[config.mk]
export PLATFORM = sky130hd
export DESIGN_NAME = fsm_mode_ctrl
export DESIGN_NICKNAME = d
export VERILOG_FILES = /design/src/include/fsm_pkg.sv /design/src/include/fsm_frame_if.sv /design/src/rtl/fsm_frame_shifter.sv /design/src/rtl/fsm_mode_ctrl.sv
export SDC_FILE = /design/constraint.sdc
export NUM_CORES = 1
export LEC_CHECK = 0
export BUFFER_PORTS_ARGS = -buffer_cell sky130_fd_sc_hd__buf_2
export CAP_MARGIN = 15
export CORE_UTILIZATION = 40
export DETAILED_ROUTE_END_ITERATION = 7
export GPL_ROUTABILITY_DRIVEN = 0
export SETUP_SLACK_MARGIN = 0.5
export SLEW_MARGIN = 0
export SYNTH_ARGS = -nofsm -noshare
export SYNTH_HDL_FRONTEND = slang
export SYNTH_HIERARCHICAL = 1
export SYNTH_SLANG_ARGS = --single-unit
[constraint.sdc]
create_clock -name mclk -period 3 [get_ports mclk]
set_input_delay 0.3 -clock mclk [delete_from_list [all_inputs] [get_ports mclk]]
set_output_delay 0.3 -clock mclk [all_outputs]
set_load 0.05 [all_outputs]
[src/include/fsm_pkg.sv]
package fsm_pkg;
  localparam logic [7:0] FSM_READ_STATUS_OP = 8'h05;
  localparam logic [7:0] FSM_READ_FACTORY_OP = 8'h44;
  localparam logic [7:0] FSM_FACTORY_OFF = 8'h00;
  localparam logic [7:0] FSM_FACTORY_ON = 8'hFF;
  localparam logic [7:0] FSM_STATUS_RESET = 8'h00;
  localparam int FSM_SPI_CMD_CLOCKS = 8;
  localparam int FSM_QUAD_CMD_CLOCKS = 2;
  localparam int FSM_OTP_BITS = 8192;
  localparam int FSM_CLK_MHZ = 20;
  localparam int FSM_SLEEP_ENTRY_NS = 10000;
  localparam int FSM_WAKE_PULSE_NS = 20;
  localparam int FSM_WAKE_RECOVERY_NS = 30000;
  localparam int FSM_SLEEP_ENTRY_CYC = (FSM_SLEEP_ENTRY_NS * FSM_CLK_MHZ) / 1000;
  localparam int FSM_WAKE_PULSE_RAW = (FSM_WAKE_PULSE_NS * FSM_CLK_MHZ + 999) / 1000;
  localparam int FSM_WAKE_PULSE_CYC = (FSM_WAKE_PULSE_RAW < 1) ? 1 : FSM_WAKE_PULSE_RAW;
  localparam int FSM_WAKE_RECOVERY_CYC = (FSM_WAKE_RECOVERY_NS * FSM_CLK_MHZ) / 1000;
  typedef enum logic [1:0] {
    FSM_PWR_STANDBY = 2'b00,
    FSM_PWR_ENTERING = 2'b01,
    FSM_PWR_SLEEP = 2'b10,
    FSM_PWR_WAKING = 2'b11
  } fsm_pwr_t;
endpackage

[src/include/fsm_frame_if.sv]
`timescale 1ns/100ps
`default_nettype none
interface fsm_frame_if;
  logic frame_start;
  logic frame_end;
  logic bit_tick;
  logic [7:0] opcode;
  logic opcode_valid;
  logic on_boundary;
  modport shifter (output frame_start, frame_end, bit_tick, opcode, opcode_valid, on_boundary);
  modport control (input frame_start, frame_end, bit_tick, opcode, opcode_valid, on_boundary);
endinterface
`default_nettype wire

[src/rtl/fsm_frame_shifter.sv]
`timescale 1ns/100ps
`default_nettype none
// collects the opcode byte of each chip-select frame and tracks byte alignment
module fsm_frame_shifter (
  // clock and reset
  input wire logic mclk,
  input wire logic rst,
  // synchronised pins and command mode
  input wire logic cs_n_s,
  input wire logic sclk_rise,
  input wire logic [3:0] io_s,
  input wire logic quad_command_mode,
  // decoded frame
  fsm_frame_if.shifter frm
);
  import fsm_pkg::*;
  logic cs_n_d;
  logic [2:0] bit_cnt;
  logic [7:0] shreg;
  logic got_op;
  wire in_frame = ~cs_n_s;
  wire [2:0] last_cnt = quad_command_mode ? 3'h1 : 3'h7;
  wire byte_done = sclk_rise && in_frame && (bit_cnt == last_cnt);
  // upper lines are not looked at in single-line mode
  wire [7:0] next_shreg = quad_command_mode ? {shreg[3:0], io_s} : {shreg[6:0], io_s[0]};
  assign frm.frame_start = cs_n_d & ~cs_n_s;
  assign frm.frame_end = ~cs_n_d & cs_n_s;
  assign frm.bit_tick = sclk_rise & in_frame;
  assign frm.opcode = shreg;
  assign frm.opcode_valid = got_op;
  assign frm.on_boundary = (bit_cnt == 3'h0);
  always_ff @(posedge mclk or posedge rst) begin
    if (rst) begin
      cs_n_d <= 1'b1;
      bit_cnt <= 3'h0;
      shreg <= 8'h00;
      got_op <= 1'b0;
    end else begin
      cs_n_d <= cs_n_s;
      if (frm.frame_start) begin
        bit_cnt <= 3'h0;
        got_op <= 1'b0;
      end else if (frm.bit_tick) begin
        bit_cnt <= byte_done ? 3'h0 : bit_cnt + 3'h1;
        if (!got_op) begin
          shreg <= next_shreg;
        end
        if (byte_done) begin
          got_op <= 1'b1;
        end
      end
    end
  end
endmodule
`default_nettype wire

[src/rtl/fsm_mode_ctrl.sv]
`timescale 1ns/100ps
`default_nettype none
// Behaviour
// fast erase only after armed factory mode
// host sends unlock, arm, then page write
// arm opcode alone in one frame; code also takes it when whole extra bytes follow in the frame
// suspend refused while factory mode active
// factory mode cleared by resets, op completion
// factory status shifted out like status read
// factory status read only when idle
// status byte 00 idle, FF armed
// arm sets all ones, completion clears
// sleep opcode needs byte-aligned frame end
// opcodes in 8 or 2 clocks
// enter deep sleep after entry delay
// deep sleep ignores all instructions
// host waits minimum dwell before waking
// wake on pulse, recover then standby
// secure area maps reads/writes to OTP
// locked OTP allows only reads
// leave command returns to main array
// special opcodes are parameters; the factory status read opcode is the fixed FSM_READ_FACTORY_OP
module fsm_mode_ctrl #(
  parameter logic [7:0] FACTORY_ARM_OP = 8'hA0,
  parameter logic [7:0] DEEP_SLEEP_OP = 8'hA1,
  parameter logic [7:0] ENTER_SECURE_OP = 8'hA2,
  parameter logic [7:0] LEAVE_SECURE_OP = 8'hA3,
  parameter logic [7:0] SMALL_WIPE_OP = 8'hA4,
  parameter logic [7:0] HALF_BLOCK_WIPE_OP = 8'hA5,
  parameter logic [7:0] BLOCK_WIPE_OP = 8'hA6,
  parameter logic [7:0] CHIP_WIPE_OP = 8'hA7,
  parameter logic [7:0] PAGE_WRITE_OP = 8'hA8,
  parameter logic [7:0] SUSPEND_OP = 8'hA9,
  parameter int SLEEP_ENTRY_CYC = fsm_pkg::FSM_SLEEP_ENTRY_CYC,
  parameter int WAKE_RECOVERY_CYC = fsm_pkg::FSM_WAKE_RECOVERY_CYC
) (
  // clock and reset
  input wire logic mclk,
  input wire logic rst,
  // serial pins
  input wire logic cs_n,
  input wire logic sclk,
  input wire logic [3:0] io_in,
  output logic so_out,
  output logic so_oe,
  // mode and core handshake
  input wire logic quad_command_mode,
  input wire logic soft_reset_done,
  input wire logic op_busy,
  input wire logic op_done,
  input wire logic otp_locked,
  // decisions to the array core
  output logic fast_erase,
  output logic fast_program,
  output logic suspend_allowed,
  output logic secure_area,
  output logic otp_write_blocked,
  output logic deep_sleep,
  output logic cmd_ignore,
  output logic [7:0] factory_mode_status
);
  import fsm_pkg::*;
  fsm_frame_if frm ();
  logic [1:0] cs_sync, sclk_sync;
  logic [3:0] io_sync0, io_sync1;
  logic sclk_d;
  fsm_pwr_t pwr_state;
  logic [31:0] pwr_cnt;
  logic [7:0] out_shift;
  logic out_active;
  logic armed;
  logic was_wipe;
  logic was_page;
  always_ff @(posedge mclk or posedge rst) begin
    if (rst) begin
      cs_sync <= 2'b11;
      sclk_sync <= 2'b00;
      io_sync0 <= 4'h0;
      io_sync1 <= 4'h0;
      sclk_d <= 1'b0;
    end else begin
      cs_sync <= {cs_sync[0], cs_n};
      sclk_sync <= {sclk_sync[0], sclk};
      io_sync0 <= io_in;
      io_sync1 <= io_sync0;
      sclk_d <= sclk_sync[1];
    end
  end
  wire cs_n_s = cs_sync[1];
  wire sclk_rise = sclk_sync[1] & ~sclk_d;
  wire sclk_fall = ~sclk_sync[1] & sclk_d;
  fsm_frame_shifter u_shift (
    .mclk(mclk),
    .rst(rst),
    .cs_n_s(cs_n_s),
    .sclk_rise(sclk_rise),
    .io_s(io_sync1),
    .quad_command_mode(quad_command_mode),
    .frm(frm.shifter)
  );
  // a command other than the factory status read counts only if the frame ends on a byte boundary after its opcode byte
  wire op_frame = frm.frame_end && frm.opcode_valid && frm.on_boundary;
  wire awake = (pwr_state == FSM_PWR_STANDBY);
  assign cmd_ignore = !awake;
  wire do_arm = op_frame && awake && frm.opcode == FACTORY_ARM_OP;
  wire do_sleep = op_frame && awake && frm.opcode == DEEP_SLEEP_OP;
  wire do_enter = op_frame && awake && frm.opcode == ENTER_SECURE_OP;
  wire do_leave = op_frame && awake && frm.opcode == LEAVE_SECURE_OP;
  wire is_wipe = (frm.opcode == SMALL_WIPE_OP) || (frm.opcode == HALF_BLOCK_WIPE_OP) ||
      (frm.opcode == BLOCK_WIPE_OP) || (frm.opcode == CHIP_WIPE_OP);
  wire is_page = frm.opcode == PAGE_WRITE_OP;
  // read opcode: first byte seen while frame still open
  wire read_req = frm.opcode_valid && !out_active && !frm.frame_end && awake &&
      frm.opcode == FSM_READ_FACTORY_OP && frm.on_boundary;
  logic read_taken;
  always_ff @(posedge mclk or posedge rst) begin
    if (rst) begin
      armed <= 1'b0;
      was_wipe <= 1'b0;
      was_page <= 1'b0;
    end else begin
      // a fresh arm landing with a completion keeps the new arm: set wins
      if (do_arm) begin
        armed <= 1'b1;
      end else if (soft_reset_done || (op_done && (was_wipe || was_page))) begin
        armed <= 1'b0;
      end
      if (soft_reset_done || (op_done && (was_wipe || was_page))) begin
        was_wipe <= 1'b0;
        was_page <= 1'b0;
      end else if (armed && op_frame && awake && !op_busy) begin
        was_wipe <= is_wipe;
        was_page <= is_page;
      end
    end
  end
  assign factory_mode_status = armed ? FSM_FACTORY_ON : FSM_FACTORY_OFF;
  assign fast_erase = armed && was_wipe;
  assign fast_program = armed && was_page;
  assign suspend_allowed = !armed;
  always_ff @(posedge mclk or posedge rst) begin
    if (rst) begin
      secure_area <= 1'b0;
    end else if (do_enter) begin
      secure_area <= 1'b1;
    end else if (do_leave) begin
      secure_area <= 1'b0;
    end
  end
  assign otp_write_blocked = secure_area && otp_locked;
  // deep sleep sequencing; entry/recovery counts measured in mclk
  always_ff @(posedge mclk or posedge rst) begin
    if (rst) begin
      pwr_state <= FSM_PWR_STANDBY;
      pwr_cnt <= 32'h0;
    end else begin
      unique case (pwr_state)
        FSM_PWR_STANDBY: begin
          pwr_cnt <= 32'h0;
          if (do_sleep) begin
            pwr_state <= FSM_PWR_ENTERING;
          end
        end
        FSM_PWR_ENTERING: begin
          pwr_cnt <= pwr_cnt + 32'h1;
          if (pwr_cnt >= 32'(SLEEP_ENTRY_CYC)) begin
            pwr_state <= FSM_PWR_SLEEP;
            pwr_cnt <= 32'h0;
          end
        end
        FSM_PWR_SLEEP: begin
          // minimum dwell is the host's duty; low time is counted
          if (!cs_n_s) begin
            pwr_cnt <= pwr_cnt + 32'h1;
          end else if (pwr_cnt >= 32'(FSM_WAKE_PULSE_CYC)) begin
            pwr_state <= FSM_PWR_WAKING;
            pwr_cnt <= 32'h0;
          end else begin
            pwr_cnt <= 32'h0;
          end
        end
        FSM_PWR_WAKING: begin
          pwr_cnt <= pwr_cnt + 32'h1;
          if (pwr_cnt >= 32'(WAKE_RECOVERY_CYC)) begin
            pwr_state <= FSM_PWR_STANDBY;
          end
        end
      endcase
    end
  end
  assign deep_sleep = (pwr_state == FSM_PWR_SLEEP);
  // status byte out msb first on falling clock edges, same as plain status read
  assign read_taken = read_req && !op_busy;
  always_ff @(posedge mclk or posedge rst) begin
    if (rst) begin
      out_active <= 1'b0;
      out_shift <= FSM_STATUS_RESET;
      so_out <= 1'b0;
    end else if (cs_n_s) begin
      out_active <= 1'b0;
    end else if (read_taken && !out_active) begin
      out_active <= 1'b1;
      out_shift <= factory_mode_status;
    end else if (out_active && sclk_fall) begin
      // rotating lets the host read the byte repeatedly, like the plain status read
      so_out <= out_shift[7];
      out_shift <= {out_shift[6:0], out_shift[7]};
    end
  end
  assign so_oe = out_active && !cs_n_s;
endmodule
`default_nettype wire

==> impl_metrics.toml <==
[run_status]
run_status = "complete, no violations"

[global_route]
antenna_found_initial = 0
grt_pass1_wl_um = 12600
first_global_vias = 2644
grt_start_max_net_pins = 40
grt_overflow_total = 0
grt_util_all_layers_pct = 16.1

[timing]
fin_crit_ps = 2320
finalSetupViolCount = 0
timing.fmax_ghz = 0.431
maxSlewHeadroom_pct = 62.5
post-route-period-util_pct = 77.3
rsz0062_at_grt = "false"
slew_violations = 0
fin_hold_ws_ps = 44.2
skew_ps = 11.4
setup_tns_ps = 0
worst_pin_slew_ps = 557
hold_violations = 0

[setup_path]
path_buf_inv = 0
required_ps = 3230
critPathTopFamily = "simple AND/OR/NAND/NOR gates"
critical_path_class = "flop to flop"
r2r-start = "cs_sync[1]"
endpoint_kind = "flop"
critPathMaxStageDelay_ps = 680
critPathLaunch = "cs_sync[1]"
crit_path_start_kind = "flop"
cp_max_fo = 11
path_cells = "nor2b_2 > nand2_1 > or4b_1 > a221oi_2 > mux2_1"
worstPathArrival_ps = 2550
slowest_stage = "dfstp_2"

[clock_network]
clkSinkCount = 74
root_buffer = "clkbuf_8"
cts-htree-levels = 3
clock_latency_ps = 350
cts_tree = "built"
cts_buffers = 9
clock_path_buffers = 2
path_clk_slew_ps = 80
cts_setup_buffers = 0

[min_path]
hold_class = "input port to flop"
hold_start = "cs_n"

[synth]
synth_area_leaders = "dfrtp_1 (46%), nor2_1 (6.6%), xnor2_1 (5.7%)"
synth_most_common_cell = "dfrtp_1"
async_reset_ff_share_pct = 100
yosysWarnings = 6
synth_top_area_share_pct = 46.3
synth_edf_count = 0
synth_top_area_cell = "dfrtp_1"
synth_cell_types = 55
postSynthAreaPerCell_um2 = 10.1
syn-num-nets = 403
synthCells = 380
synth-seq-area-share_pct = 48.3
synthTopCellsByCount = "dfrtp_1 (71), nor2_1 (68), nand2_1 (27)"
synth-seq-cells = 74
netlist_area_um2 = 3840
dominantRegCellSynth = "dfrtp_1"

[routing]
drc = 0
post_drt_wl_per_cell_um = 13.5
vias_per_cell = 5.05
drt-total-wl_um = 7270
vias = 2712
drt_iter0_drc = 103
firstDrtPassIters = 4
ant_nets = 0

[die]
num_io_pins = 30
fp.coreArea_um2 = 9280
rows = 35
dieHeight_um = 100
initial_core_util_pct = 41.4
die_x_um = 100
dieArea_um2 = 10000

[layout]
final_nets = 426
drive_above_1_share_pct = 16.9
syn_to_final_growth_pct = 10.2
antenna-diode-count = 0

[placed_design]
port_buffers = 29
hpwl_um = 4960

[run]
maxCapViolCount = 0

[pwr]
peakVddDrop_uv = 444
p_leak_nw = 1.80
power_density_nw_per_um2 = 614
==> layer usage <==
layer  share of wire, %  vias to the layer above  wire length [um]  GRT usage, %
li1                   -                     1346                 -             -
met1                 49                     1309              3590          21.6
met2                 45                       46              3310          25.3
met3                3.0                       11               219          3.34
met4                2.1                        0               151          7.25
met5                  0                        -                 0             0
==> flip-flops by register name, summed over array words and instances, names as in the netlist <==
name                      flops
io_sync0                      4
sclk_sync                     2
out_active                    1
so_out                        1
cs_sync                       2
sclk_d                        1
was_wipe                      1
was_page                      1
io_sync1                      4
u_shift/frm.opcode            8
u_shift/frm.opcode_valid      1
armed                         1
out_shift                     8
u_shift/bit_cnt               3
secure_area                   1
u_shift/cs_n_d                1
pwr_cnt                      32
pwr_state                     2
==> timing repair <==
| action | in CTS | in global routing |
|---|---|---|
| endpoints found under the hold margin | 6 | 0 |
| hold buffers | 1 | 0 |
| resized for setup | 0 | 1 |
| setup endpoints to repair | 0 | 1 |
==> cells by family (layout without fill, tap and decap cells) <==
kind of cell / Yosys count / after routing / share of synthesized area (%)
flops: 74 / 74 / 48.3
buf+inv: 38 / 66 / 6.09
fa+ha+maj: 10 / 10 / 3.26
mux: 13 / 13 / 3.49
compound gates: 36 / 36 / 6.78
xor+xnor: 31 / 31 / 7.07
simple gates: 178 / 178 / 25.0
==> cell usage in the layout (no fill, tap or decap), types with 2 or more instances in the layout <==
cell type   synthesis  layout
o21ai_0             2       2
ha_1               10      10
nand2b_1            2       2
a21oi_1             9       9
and2_1              4       4
clkinv_2            0       2
buf_4               9       4
inv_1              16      15
nor4_1             14      14
nand3_1            15      15
nand2_1            27      27
and4_1              5       5
nor3b_1             2       2
dfstp_2             3       3
and3_1              2       2
mux2_2              2       2
nor2b_1             8       7
nor2_1             68      68
dfrtp_1            71      71
a211oi_1            2       2
buf_2               4      29
mux2i_1            10      10
clkbuf_8            0       9
clkinvlp_4          0       2
a31oi_1            10      10
nor3_1              6       6
nor4b_1             3       3
and4b_1             2       2
nand4_2             2       2
a21oi_2             3       3
xnor2_1            25      25
xor2_1              6       6
nand4_1             5       5
bufinv_16           0       2
nand3b_1            3       3
==> cell type report <==
cell class | count | area, um^2
Multi-Input combinational cell | 268 | 1750
Clock inverter | 7 | 93.8
Tap cell | 129 | 161
Fill cell | 914 | 5050
Timing Repair Buffer | 34 | 185
Inverter | 16 | 60.1
Sequential cell | 74 | 1860
Clock buffer | 9 | 124
==> power breakdown <==
part / switching [W] / internal [W]
clock: 0.000383 / 0.000466
sequential: 0.0000934 / 0.00108
combinational: 0.000376 / 0.000204
==> through the flow <==
step / cells / power, W / setup slack [ps] / util [%] / area, um^2
global route: 537 / 0.00275 / 521 / 45.6 / 4230
global placement: 520 / 0.00175 / 697 / 43.1 / 4000
detailed placement: 520 / 0.00177 / 558 / 43.1 / 4000
finish: 537 / 0.00260 / 680 / 45.6 / 4230
CTS: 537 / 0.00264 / 557 / 45.6 / 4230
floorplan: 380 / 0.00166 / 806 / - / 3840
==> path summary, 6_finish.rpt <==
path,end,slack (ps),cells after the start
setup / recovery,pwr_state[1],680,5
hold / removal,cs_sync[0],40,1
setup reg to reg,pwr_state[1],680,5
hold reg to reg,io_sync1[2],350,0
max in group asynchronous,cs_sync[1],1850,4
min in group asynchronous,out_shift[6],400,3
(Power assumes the default switching activity.)
